--- config.mk ---
export PLATFORM = sky130hd
export DESIGN_NAME = timer_unit
export DESIGN_NICKNAME = d
export VERILOG_FILES = /design/src/timer_unit_pkg.sv /design/src/timer_unit.sv
export SDC_FILE = /design/constraint.sdc
export NUM_CORES = 1
export LEC_CHECK = 0
export ABC_AREA = 1
export BUFFER_PORTS_ARGS = -buffer_cell sky130_fd_sc_hd__buf_2
export CELL_PAD_IN_SITES_DETAIL_PLACEMENT = 0
export CELL_PAD_IN_SITES_GLOBAL_PLACEMENT = 2
export CORE_MARGIN = 1
export CORE_UTILIZATION = 30
export CTS_CLUSTER_DIAMETER = 60
export DETAILED_ROUTE_END_ITERATION = 8
export GPL_TIMING_DRIVEN = 0
export PLACE_DENSITY = 0.88
export SETUP_SLACK_MARGIN = 0.15
export SLEW_MARGIN = 15
export SYNTH_ARGS = -nofsm -noshare
export SYNTH_HDL_FRONTEND = slang
export SYNTH_SLANG_ARGS = --single-unit
--- constraint.sdc ---
create_clock -name mclk -period 10.09 [get_ports mclk]
set_input_delay 2.018 -clock mclk [delete_from_list [all_inputs] [get_ports mclk]]
set_output_delay 2.018 -clock mclk [all_outputs]
set_load 0.05 [all_outputs]
--- src/timer_unit_pkg.sv ---
// constants and types of the programmable timer unit
// Function
// - timer B width field picks pulse low time
// - source select picks the timer tick
// - function 01 countdown, 10 watchdog
// - watchdog flag set on tick at count 1
// - watchdog irq only when its enable set
// - watchdog irq pulsed or level per mode bit
// - nonzero write clears flag, restarts watchdog
// - zero write clears flag, halts watchdog
// - control read clears watchdog flag
// - countdown at 1: flag, irq, reload
// - countdown flag cleared only by host
// - value read returns live count
// - count write takes effect at once
// - zero count halts countdown
// - first period uncertain per source
// - countdown irq pulsed or level, maskable
// - mode bit 0 level, 1 pulse
package timer_unit_pkg;

    // ----------------------------------------------------------------
    // register offsets
    // ----------------------------------------------------------------
    localparam logic [7:0] OFS_CONTROL_2 = 8'h01;
    localparam logic [7:0] OFS_TMR_CTRL  = 8'h0F;
    localparam logic [7:0] OFS_A_SOURCE  = 8'h10;
    localparam logic [7:0] OFS_A_VALUE   = 8'h11;
    localparam logic [7:0] OFS_B_CONFIG  = 8'h12;
    localparam logic [7:0] OFS_B_VALUE   = 8'h13;

    // ----------------------------------------------------------------
    // field positions
    // ----------------------------------------------------------------
    localparam int BIT_WDOG_FLAG  = 7; // watchdog_expired_flag
    localparam int BIT_CD_FLAG    = 6; // countdown_a_flag
    localparam int BIT_WDOG_IE    = 2; // watchdog_irq_enable
    localparam int BIT_CD_IE      = 1; // countdown_a_irq_enable
    localparam int BIT_PULSE_SEL  = 7; // timer_a_irq_pulse_select
    localparam int FUNC_LSB       = 1; // timer_a_function_select
    localparam int PW_LSB         = 4; // timer_b_pulse_width

    // ----------------------------------------------------------------
    // reset values and encodings
    // ----------------------------------------------------------------
    localparam logic [2:0] RST_SOURCE = 3'h7;
    localparam logic [2:0] RST_PW     = 3'h0;
    localparam logic [7:0] RST_VALUE  = 8'h00;
    localparam logic [2:0] SRC_4K     = 3'h0;
    localparam logic [2:0] SRC_64     = 3'h1;
    localparam logic [2:0] SRC_1HZ    = 3'h2;
    localparam logic [2:0] SRC_MIN    = 3'h3;

    // timer A function codes
    typedef enum logic [1:0] {
        FUNC_OFF       = 2'h0,
        FUNC_COUNTDOWN = 2'h1,
        FUNC_WATCHDOG  = 2'h2,
        FUNC_SPARE     = 2'h3
    } func_t;

    // ----------------------------------------------------------------
    // timing: pulse widths in us, counted in 8192 Hz ticks
    // ----------------------------------------------------------------
    localparam int SUB_HZ      = 8192;
    localparam int PW_4K_1_US  = 122;
    localparam int PW_4K_N_US  = 244;
    localparam int PW_64_1_US  = 7812;
    localparam int PW_SLOW_US  = 15625;
    localparam int PW_4K_1  = (PW_4K_1_US * SUB_HZ + 500000) / 1000000;
    localparam int PW_4K_N  = (PW_4K_N_US * SUB_HZ + 500000) / 1000000;
    localparam int PW_64_1  = (PW_64_1_US * SUB_HZ + 500000) / 1000000;
    localparam int PW_SLOW  = (PW_SLOW_US * SUB_HZ + 500000) / 1000000;
    localparam int B_PW_US [8] = '{46875, 62500, 78125, 93750,
                                   125000, 156250, 187500, 218750};
    localparam int SEC_PER_MIN = 60;
    localparam int MIN_PER_HR  = 60;

    // register access from the serial interface engine
    typedef struct packed {
        logic       wr;    // write strobe
        logic       rd;    // read strobe
        logic [7:0] addr;  // register offset
        logic [7:0] wdata; // write data
    } reg_req_t;

endpackage : timer_unit_pkg

--- src/timer_unit.sv ---
// timer A watchdog/countdown engine, timer B configuration
module timer_unit
(
    input  wire logic                   mclk,
    input  wire logic                   rstn,
    input  wire logic                   ce,
    input  wire timer_unit_pkg::reg_req_t reg_req,
    input  wire logic                   osc_in,
    output logic [7:0]                  reg_rdata,
    output logic                        irq_pin_primary_out,
    output logic                        irq_pin_primary_oe,
    output logic                        timer_b_tick,
    output logic [10:0]                 timer_b_pulse_ticks
);

    // ----------------------------------------------------------------
    // crystal synchroniser and prescaler
    // ----------------------------------------------------------------
    logic [1:0]  osc_sync;     // two-flop synchroniser
    logic        osc_prev;     // last synchronised level
    logic [14:0] pre;          // crystal prescaler
    logic [5:0]  sec_cnt;      // seconds within minute
    logic [5:0]  min_cnt;      // minutes within hour
    logic [14:0] next_pre;
    logic [5:0]  next_sec_cnt;
    logic [5:0]  next_min_cnt;
    logic        osc_rise;
    logic        tick_8k;
    logic        tick_4k;
    logic        tick_64;
    logic        tick_1;
    logic        tick_min;
    logic        tick_hr;

    // last second of a minute and last minute of an hour
    localparam int SEC_PER_MIN_M1 = timer_unit_pkg::SEC_PER_MIN - 1;
    localparam int MIN_PER_HR_M1  = timer_unit_pkg::MIN_PER_HR - 1;

    // crystal pin crosses into mclk before use
    always_ff @(posedge mclk)
    begin
        if (!rstn)
        begin
            osc_sync <= 2'h0;
            osc_prev <= 1'b0;
        end
        else if (ce)
        begin
            osc_sync <= {osc_sync[0], osc_in};
            osc_prev <= osc_sync[1];
        end
    end

    // tick strobes from the prescaler state
    always_comb
    begin
        osc_rise = osc_sync[1] & ~osc_prev;
        tick_8k  = osc_rise & (&pre[1:0]);
        tick_4k  = osc_rise & (&pre[2:0]);
        tick_64  = osc_rise & (&pre[8:0]);
        tick_1   = osc_rise & (&pre);
        tick_min = tick_1 & (sec_cnt == 6'(SEC_PER_MIN_M1));
        tick_hr  = tick_min & (min_cnt == 6'(MIN_PER_HR_M1));
        next_pre     = osc_rise ? pre + 15'h0001 : pre;
        next_sec_cnt = sec_cnt;
        next_min_cnt = min_cnt;
        if (tick_1)
            next_sec_cnt = tick_min ? 6'h00 : sec_cnt + 6'h01;
        if (tick_min)
            next_min_cnt = tick_hr ? 6'h00 : min_cnt + 6'h01;
    end

    // prescaler registers
    always_ff @(posedge mclk)
    begin
        if (!rstn)
        begin
            pre     <= 15'h0000;
            sec_cnt <= 6'h00;
            min_cnt <= 6'h00;
        end
        else if (ce)
        begin
            pre     <= next_pre;
            sec_cnt <= next_sec_cnt;
            min_cnt <= next_min_cnt;
        end
    end

    // pick the tick of one source code
    function automatic logic src_tick(input logic [2:0] sel, input logic t4k,
                                      input logic t64, input logic t1,
                                      input logic tm, input logic th);
        unique case (sel)
            timer_unit_pkg::SRC_4K:  src_tick = t4k;
            timer_unit_pkg::SRC_64:  src_tick = t64;
            timer_unit_pkg::SRC_1HZ: src_tick = t1;
            timer_unit_pkg::SRC_MIN: src_tick = tm;
            default:                 src_tick = th;
        endcase
    endfunction : src_tick

    // ----------------------------------------------------------------
    // registers and timer A
    // ----------------------------------------------------------------
    timer_unit_pkg::func_t func, next_func; // timer_a_function_select
    logic        pulse_sel;    // timer_a_irq_pulse_select
    logic [2:0]  a_src;        // timer_a_source_select
    logic [7:0]  a_value;      // programmed timer A value
    logic [2:0]  b_pw;         // timer_b_pulse_width
    logic [2:0]  b_src;        // timer_b_source_select
    logic [7:0]  b_value;      // timer B value
    logic        wd_ie;        // watchdog_irq_enable
    logic        cd_ie;        // countdown_a_irq_enable
    logic        wd_flag;      // watchdog_expired_flag
    logic        cd_flag;      // countdown_a_flag
    logic [7:0]  count;        // live timer A count
    logic        first;        // first tick of a period pending
    logic [7:0]  pulse_cnt;    // remaining pulse low time
    logic        next_pulse_sel;
    logic [2:0]  next_a_src;
    logic [7:0]  next_a_value;
    logic [2:0]  next_b_pw;
    logic [2:0]  next_b_src;
    logic [7:0]  next_b_value;
    logic        next_wd_ie;
    logic        next_cd_ie;
    logic        next_wd_flag;
    logic        next_cd_flag;
    logic [7:0]  next_count;
    logic        next_first;
    logic [7:0]  next_pulse_cnt;
    logic [7:0]  next_rdata;
    logic        next_irq_oe;
    logic        next_b_tick;
    logic [10:0] next_b_pulse;
    logic        wr_ctl2;      // host write to control register
    logic        rd_ctl2;      // host read of control register
    logic        wr_aval;      // host write of timer A value
    logic        a_tick;       // decrement strobe for timer A
    logic        slow_src;     // source slower than 64 Hz
    logic        running;      // timer A active with nonzero count
    logic        cd_event;     // countdown period end
    logic        wd_event;     // watchdog expiry
    logic [7:0]  pulse_len;    // pulse length for this event
    logic        level;        // enabled flag sources

    // next state of registers, counter, flags and output
    always_comb
    begin
        wr_ctl2  = reg_req.wr & (reg_req.addr == timer_unit_pkg::OFS_CONTROL_2);
        rd_ctl2  = reg_req.rd & (reg_req.addr == timer_unit_pkg::OFS_CONTROL_2);
        wr_aval  = reg_req.wr & (reg_req.addr == timer_unit_pkg::OFS_A_VALUE);
        slow_src = (a_src != timer_unit_pkg::SRC_4K) && (a_src != timer_unit_pkg::SRC_64);
        // slow sources start their first period on the 64 Hz grid
        a_tick   = (first && slow_src) ? tick_64
                 : src_tick(a_src, tick_4k, tick_64, tick_1, tick_min, tick_hr);
        running  = ((func == timer_unit_pkg::FUNC_COUNTDOWN)
                 || (func == timer_unit_pkg::FUNC_WATCHDOG))
                 && (count != 8'h00);
        cd_event = a_tick && running && (count == 8'h01)
                 && (func == timer_unit_pkg::FUNC_COUNTDOWN);
        wd_event = a_tick && running && (count == 8'h01)
                 && (func == timer_unit_pkg::FUNC_WATCHDOG);
        // pulse width follows source and loaded value
        if (a_src == timer_unit_pkg::SRC_4K)
            pulse_len = (a_value == 8'h01) ? 8'(timer_unit_pkg::PW_4K_1)
                                           : 8'(timer_unit_pkg::PW_4K_N);
        else if (a_src == timer_unit_pkg::SRC_64 && a_value == 8'h01)
            pulse_len = 8'(timer_unit_pkg::PW_64_1);
        else
            pulse_len = 8'(timer_unit_pkg::PW_SLOW);
        // defaults hold every register except the flags, the pulse timer, the irq pin output enable and the timer B outputs
        next_func      = func;
        next_pulse_sel = pulse_sel;
        next_a_src     = a_src;
        next_a_value   = a_value;
        next_b_pw      = b_pw;
        next_b_src     = b_src;
        next_b_value   = b_value;
        next_wd_ie     = wd_ie;
        next_cd_ie     = cd_ie;
        next_count     = count;
        next_first     = first;
        next_rdata     = reg_rdata;
        // host writes
        if (reg_req.wr)
        begin
            unique case (reg_req.addr)
                timer_unit_pkg::OFS_CONTROL_2:
                begin
                    next_wd_ie = reg_req.wdata[timer_unit_pkg::BIT_WDOG_IE];
                    next_cd_ie = reg_req.wdata[timer_unit_pkg::BIT_CD_IE];
                end
                timer_unit_pkg::OFS_TMR_CTRL:
                begin
                    next_pulse_sel = reg_req.wdata[timer_unit_pkg::BIT_PULSE_SEL];
                    next_func  = timer_unit_pkg::func_t'(
                        reg_req.wdata[timer_unit_pkg::FUNC_LSB +: 2]);
                    next_first = 1'b1;
                end
                timer_unit_pkg::OFS_A_SOURCE: next_a_src = reg_req.wdata[2:0];
                timer_unit_pkg::OFS_A_VALUE:
                begin
                    next_a_value = reg_req.wdata;
                    next_first   = 1'b1;
                end
                timer_unit_pkg::OFS_B_CONFIG:
                begin
                    next_b_pw  = reg_req.wdata[timer_unit_pkg::PW_LSB +: 3];
                    next_b_src = reg_req.wdata[2:0];
                end
                timer_unit_pkg::OFS_B_VALUE: next_b_value = reg_req.wdata;
                default: ;
            endcase
        end
        // counter: a write loads at once, else tick steps
        if (wr_aval)
            next_count = reg_req.wdata;
        else if (a_tick && running)
        begin
            next_first = 1'b0;
            if (count == 8'h01)
                next_count = cd_event ? a_value : 8'h00;
            else
                next_count = count - 8'h01;
        end
        // flags: the event wins over any clear
        next_wd_flag = wd_event | (wd_flag & ~rd_ctl2 & ~wr_aval);
        next_cd_flag = cd_event | (cd_flag
                     & ~(wr_ctl2 & ~reg_req.wdata[timer_unit_pkg::BIT_CD_FLAG]));
        // pulse timer restarts on each enabled event
        if ((cd_event && next_cd_ie) || (wd_event && next_wd_ie))
            next_pulse_cnt = pulse_len;
        else if (tick_8k && pulse_cnt != 8'h00)
            next_pulse_cnt = pulse_cnt - 8'h01;
        else
            next_pulse_cnt = pulse_cnt;
        // enabled sources, cut short when a flag is cleared
        level = (next_wd_flag & next_wd_ie) | (next_cd_flag & next_cd_ie);
        next_irq_oe = next_pulse_sel ? (level & (next_pulse_cnt != 8'h00))
                                     : level;
        // read data; reading shows live state
        if (reg_req.rd)
        begin
            unique case (reg_req.addr)
                timer_unit_pkg::OFS_CONTROL_2:
                    next_rdata = {wd_flag, cd_flag, 3'h0, wd_ie, cd_ie, 1'b0};
                timer_unit_pkg::OFS_TMR_CTRL:
                    next_rdata = {pulse_sel, 4'h0, func, 1'b0};
                timer_unit_pkg::OFS_A_SOURCE: next_rdata = {5'h00, a_src};
                timer_unit_pkg::OFS_A_VALUE:  next_rdata = count;
                timer_unit_pkg::OFS_B_CONFIG:
                    next_rdata = {1'b0, b_pw, 1'b0, b_src};
                timer_unit_pkg::OFS_B_VALUE:  next_rdata = b_value;
                default:                      next_rdata = 8'h00;
            endcase
        end
        // timer B tick and pulse length for its engine
        next_b_tick  = src_tick(b_src, tick_4k, tick_64, tick_1, tick_min, tick_hr);
        next_b_pulse = 11'((timer_unit_pkg::B_PW_US[b_pw] * timer_unit_pkg::SUB_HZ
                          + 500000) / 1000000);
    end

    // register every next value; ce freezes all
    always_ff @(posedge mclk)
    begin
        if (!rstn)
        begin
            func                <= timer_unit_pkg::FUNC_OFF;
            pulse_sel           <= 1'b0;
            a_src               <= timer_unit_pkg::RST_SOURCE;
            a_value             <= timer_unit_pkg::RST_VALUE;
            b_pw                <= timer_unit_pkg::RST_PW;
            b_src               <= timer_unit_pkg::RST_SOURCE;
            b_value             <= timer_unit_pkg::RST_VALUE;
            wd_ie               <= 1'b0;
            cd_ie               <= 1'b0;
            wd_flag             <= 1'b0;
            cd_flag             <= 1'b0;
            count               <= timer_unit_pkg::RST_VALUE;
            first               <= 1'b1;
            pulse_cnt           <= 8'h00;
            reg_rdata           <= 8'h00;
            irq_pin_primary_oe  <= 1'b0;
            irq_pin_primary_out <= 1'b0;
            timer_b_tick        <= 1'b0;
            timer_b_pulse_ticks <= 11'h000;
        end
        else if (ce)
        begin
            func                <= next_func;
            pulse_sel           <= next_pulse_sel;
            a_src               <= next_a_src;
            a_value             <= next_a_value;
            b_pw                <= next_b_pw;
            b_src               <= next_b_src;
            b_value             <= next_b_value;
            wd_ie               <= next_wd_ie;
            cd_ie               <= next_cd_ie;
            wd_flag             <= next_wd_flag;
            cd_flag             <= next_cd_flag;
            count               <= next_count;
            first               <= next_first;
            pulse_cnt           <= next_pulse_cnt;
            reg_rdata           <= next_rdata;
            irq_pin_primary_oe  <= next_irq_oe;
            irq_pin_primary_out <= 1'b0;
            timer_b_tick        <= next_b_tick;
            timer_b_pulse_ticks <= next_b_pulse;
        end
    end

    // ----------------------------------------------------------------
    // assertions
    // ----------------------------------------------------------------
    a_wd_expiry: assert property (@(posedge mclk) disable iff (!rstn)
        (ce && wd_event && !wr_aval) |=> (wd_flag && count == 8'h00))
        else $error("watchdog expiry did not set flag");
    a_wd_irq_gate: assert property (@(posedge mclk) disable iff (!rstn)
        (irq_pin_primary_oe && !cd_ie) |-> (wd_ie && wd_flag))
        else $error("irq active without enabled watchdog source");
    a_cd_reload: assert property (@(posedge mclk) disable iff (!rstn)
        (ce && cd_event && !wr_aval) |=> (cd_flag && count == $past(a_value)))
        else $error("countdown did not reload");
    a_ctl_read_clear: assert property (@(posedge mclk) disable iff (!rstn)
        (ce && rd_ctl2 && !wd_event) |=> !wd_flag)
        else $error("control read left watchdog flag set");
    a_cd_flag_sticky: assert property (@(posedge mclk) disable iff (!rstn)
        (cd_flag && !(ce && wr_ctl2)) |=> cd_flag)
        else $error("countdown flag lost without host clear");
    a_live_read: assert property (@(posedge mclk) disable iff (!rstn)
        (ce && reg_req.rd && reg_req.addr == timer_unit_pkg::OFS_A_VALUE)
        |=> reg_rdata == $past(count))
        else $error("value read did not return live count");
    a_zero_halt: assert property (@(posedge mclk) disable iff (!rstn)
        (count == 8'h00 && !(ce && wr_aval)) |=> count == 8'h00)
        else $error("zero count did not halt");
    a_count_write: assert property (@(posedge mclk) disable iff (!rstn)
        (ce && wr_aval) |=> count == $past(reg_req.wdata))
        else $error("count write not taken at once");
    a_level_mode: assert property (@(posedge mclk) disable iff (!rstn)
        (!pulse_sel && cd_flag && cd_ie) |-> irq_pin_primary_oe)
        else $error("level mode irq not active");
    a_pulse_end: assert property (@(posedge mclk) disable iff (!rstn)
        (pulse_sel && pulse_cnt == 8'h00) |-> !irq_pin_primary_oe)
        else $error("pulse mode irq outlived its pulse");

endmodule : timer_unit

==> flow_summary.rst <==
.. list-table::
   :header-rows: 1

   * - Metric
     - Value
   * - Unrepaired setup endpoints after global routing
     - true
   * - Total number of clock tree sinks
     - 100
   * - Kind of end point of the critical path
     - register
   * - Root buffer cell
     - sky130_fd_sc_hd__clkbuf_16
   * - Chip height
     - 195 um
   * - Number of DRC violations after detailed routing
     - 0
   * - Number of DRC markers after the initial detailed-route iteration
     - 677
   * - Register bit total from synthesis
     - 100
   * - Register-to-register setup slack
     - 0.07 ns
   * - Via/cell ratio
     - 4.98
   * - Number of nets in the synthesized netlist
     - 2027
   * - Antenna violations before repair
     - 0
   * - Global-route wire length before repair
     - 63.6 mm
   * - Nets@finish
     - 2292
   * - Starting density of the core
     - 0.306
   * - Setup WS post-layout
     - 0.0742 ns
   * - Global route overflow
     - 0
   * - Die Outline Area
     - roughly 38000 sq um
   * - Sort of element at the start of the critical path
     - register
   * - Post-Route Skew
     - approximately 0.0084 ns
   * - Area inside the core boundary
     - approximately 37000 sq um
   * - Final Hold Violating Endpoints
     - 0
   * - Worst Path Max Fanout
     - 7
   * - Average wire length per cell after detail routing
     - 14.7 um
   * - Final antenna-violating net count
     - 0
   * - Total of buffers placed on input and output ports
     - 42
   * - Least-Margin Pin Slew
     - 1.01 ns
   * - Number of buffers added to fix hold violations after cts
     - 0
   * - Total number of H-tree levels
     - 3
   * - Area post-placement
     - 12000 sq um
   * - Total vias in the final route
     - 13500
   * - Total Power Consumption
     - 2.72 mW
   * - Number of rows created at floorplan
     - 70
   * - Pin count of the biggest net entering global routing
     - 19
   * - Final Routed Wirelength
     - 39.9 mm
   * - Netlist area before placement
     - 11200 sq um
   * - Clock-pin slew on the worst setup and hold paths
     - 0.08 ns
   * - Number of distinct library cells after synthesis
     - 55
   * - Path class of the lowest-slack min-delay path
     - reg -> reg
   * - Peak clock frequency supported by timing
     - 0.0998 GHz
   * - Worst-case vdd ir drop
     - 0.122 mV
   * - Via count of the first global-routing pass
     - 12900
   * - Reg2Reg Capture Point
     - timer_b_pulse_ticks[0]
   * - Crit path to
     - timer_b_pulse_ticks[0]
   * - Fin crit share
     - 0.993
   * - Type of the worst setup path
     - reg -> reg
   * - Count of final max-slew check failures
     - 0
   * - Worst flop-to-flop path startpoint
     - b_pw[1]
   * - YS warnings
     - 0
   * - Setup violation total in the final timing report
     - 0
   * - Number of inserted filler cells in the final layout
     - slightly below 4000
   * - CTS buffer count
     - 9
   * - Clk Latency, worst-skew pair
     - 0.36 ns
   * - Worst max-slew margin expressed relative to the limit
     - 0.322
   * - Slowest library cell on the worst path
     - sky130_fd_sc_hd__dfxtp_4
   * - Tightest hold margin
     - roughly 0.46 ns
   * - P per Cell Area
     - 174 nW/um^2
   * - Horizontal die dimension
     - 195 um
   * - CTS tree
     - built
   * - Area delta synth->final
     - 39.6%
   * - First-pass iteration count of the detailed router
     - 6
   * - Worst R2R Path Depth
     - 94
   * - Most common cell after layout, fill and taps aside
     - sky130_fd_sc_hd__nand2_1
   * - Source of the critical timing path
     - b_pw[1]
   * - Largest stage delay, worst path
     - between 0.3 and 0.4 ns
   * - Worst slack, placed
     - -2.22 ns
   * - Cell count after synthesis
     - 1970
   * - Final standard cell area without fillers
     - ~16000 sq um
   * - Placer Congestion
     - 0.869
   * - Max capacitance violation total
     - 0
   * - Fraction of layout cells with a size suffix above 1
     - 0.308
   * - Setup_tns
     - 0 ns
   * - Standby leakage power
     - around 7.4 nW
   * - Crit path DAT
     - 10.26 ns
   * - Library cell appearing most often on the critical path
     - sky130_fd_sc_hd__nand2_2
   * - Number of placed I/O pins
     - 44
   * - Syn Area/Cell
     - 5.69 sq um
   * - Data required time of the worst path
     - 10.33 ns
   * - Max clock buf depth
     - 2
   * - Commonest non-fill, non-tap cells in the layout
     - sky130_fd_sc_hd__nand2_1, sky130_fd_sc_hd__inv_1, sky130_fd_sc_hd__buf_4, sky130_fd_sc_hd__nor2_1, sky130_fd_sc_hd__nand3_1
   * - Diodes inserted
     - 0
   * - HPWL after detailed placement
     - 28.6 mm
   * - Register area share after synthesis
     - 0.179
   * - Total routing resource utilization after global routing
     - 0.203
   * - Shortest period the worst path allows
     - about 10 ns
   * - Status
     - complete, no violations
[cells by family (layout without fill, tap and decap cells)]
| logic type | Yosys count | after routing | synth area share |
|---|---|---|---|
| AND/OR/NAND/NOR | 1153 | 1154 | 0.463 |
| buffers and inverters | 334 | 603 | 0.122 |
| AO/OA/AOI/OAI | 289 | 289 | 0.150 |
| flip-flops | 100 | 100 | 0.179 |
| XOR/XNOR | 58 | 58 | 0.0460 |
| adder cells (fa/ha/maj) | 35 | 35 | 0.0391 |
| other | 1 | 1 | 0.000334 |
[worst max-delay path: cells and delay by family (launching register included)]
kind                       cells  cell delay [ns]
adders and majority gates      5             1.22
DFF                            1             0.36
AOI/OAI and AO/OA              3             0.38
and+or+nand+nor               69             6.02
xor gates and xnor gates       1             0.15
buffers and inverters         16             1.76
[area by class of cell]
| cell class | count | area (sq um) | share of cell area |
|---|---|---|---|
| inverters | 292 | 1140 | 0.0726 |
| plain buffers | 42 | 354 | 0.0226 |
| multi-input cells | 1537 | 9290 | 0.593 |
| well taps | 468 | 586 | 0.0374 |
| clock buffers | 9 | 225 | 0.0144 |
| flip-flops and latches | 100 | 2010 | 0.128 |
| clock inverters | 7 | 60.1 | 0.00384 |
| repair buffers | 253 | 1990 | 0.127 |
[per-layer routing]
metal / vias up / global-route usage / share of wire
met5: - / 0 / 0
met4: 0 / 0.0505 / 0.018
met3: 53 / 0.0145 / 0.029
met2: 207 / 0.364 / 0.50
met1: 6298 / 0.260 / 0.46
li1: 6918 / - / -
[how the worst min path moves through the flow]
stage | endpoint | cells past startpoint | startpoint
floorplan | b_value[2] | 2 | b_value[2]
global placement | b_value[7] | 2 | b_value[7]
detailed placement | b_value[4] | 2 | b_value[4]
CTS | b_value[7] | 2 | b_value[7]
global route | b_value[2] | 2 | b_value[2]
finish | b_value[4] | 2 | b_value[4]
[where the power goes]
group	total, mW	internal [mW]	switching (mW)
clock network	0.338	0.171	0.167
logic	1.97	0.822	1.15
registers	0.411	0.403	0.00803
[synth_stat cells (all sizes together)]
| master | count | area share |
|---|---|---|
| nand2 | 656 | 0.23 |
| inv | 286 | 0.096 |
| nor2 | 211 | 0.082 |
| nand3 | 188 | 0.095 |
| o21ai | 134 | 0.065 |
| dfxtp | 100 | 0.18 |
| a21oi | 88 | 0.042 |
| nand4 | 60 | 0.033 |
| xor2 | 46 | 0.037 |
| ha | 35 | 0.039 |
| buf | 24 | 0.018 |
| nor3 | 20 | 0.0089 |
| o211ai | 20 | 0.013 |
| clkbuf | 18 | 0.0060 |
| o22ai | 13 | 0.0073 |
| xnor2 | 12 | 0.0094 |
| a31oi | 9 | 0.0050 |
| nand3b | 7 | 0.0047 |
| nor4 | 7 | 0.0039 |
| clkinv | 6 | 0.0020 |
| a211oi | 4 | 0.0027 |
| a21boi | 3 | 0.0023 |
| a22oi | 3 | 0.0020 |
| o31ai | 3 | 0.0020 |
| a32o | 2 | 0.0018 |
| o21a | 2 | 0.0013 |
| o21bai | 2 | 0.0013 |
| o221ai | 2 | 0.0016 |
| o311ai | 2 | 0.0016 |
| a311oi | 1 | 0.00078 |
| and2 | 1 | 0.00056 |
| conb | 1 | 0.00033 |
| nor3b | 1 | 0.00067 |
| o211a | 1 | 0.00089 |
| or2 | 1 | 0.00056 |
| or4 | 1 | 0.00067 |
[flip-flops by register name, indices dropped and copies added (netlist names), 2 cells and up]
register / count
pre: 15
timer_b_pulse_ticks: 11
a_value: 8
b_value: 8
count: 8
pulse_cnt: 8
reg_rdata: 8
min_cnt: 6
sec_cnt: 6
a_src: 3
b_pw: 3
b_src: 3
func: 2
osc_sync: 2
[through the flow]
| stage | instances | util |
|---|---|---|
| finish | 2708 | 0.427 |
| global placement | 2480 | 0.327 |
| floorplan | 1970 | - |
| CTS | 2644 | 0.394 |
| global route | 2708 | 0.427 |
| detailed placement | 2480 | 0.327 |
[repair_timing]
| item | 4_1_cts | 5_1_grt |
|---|---|---|
| setup endpoints to repair | 3 | 2 |
| resized for setup | 246 | 189 |
| pin swaps | 118 | 136 |
| buffers inserted | 141 | 62 |
| gates cloned | 7 | 2 |
Power figures use the tool's default switching activity.
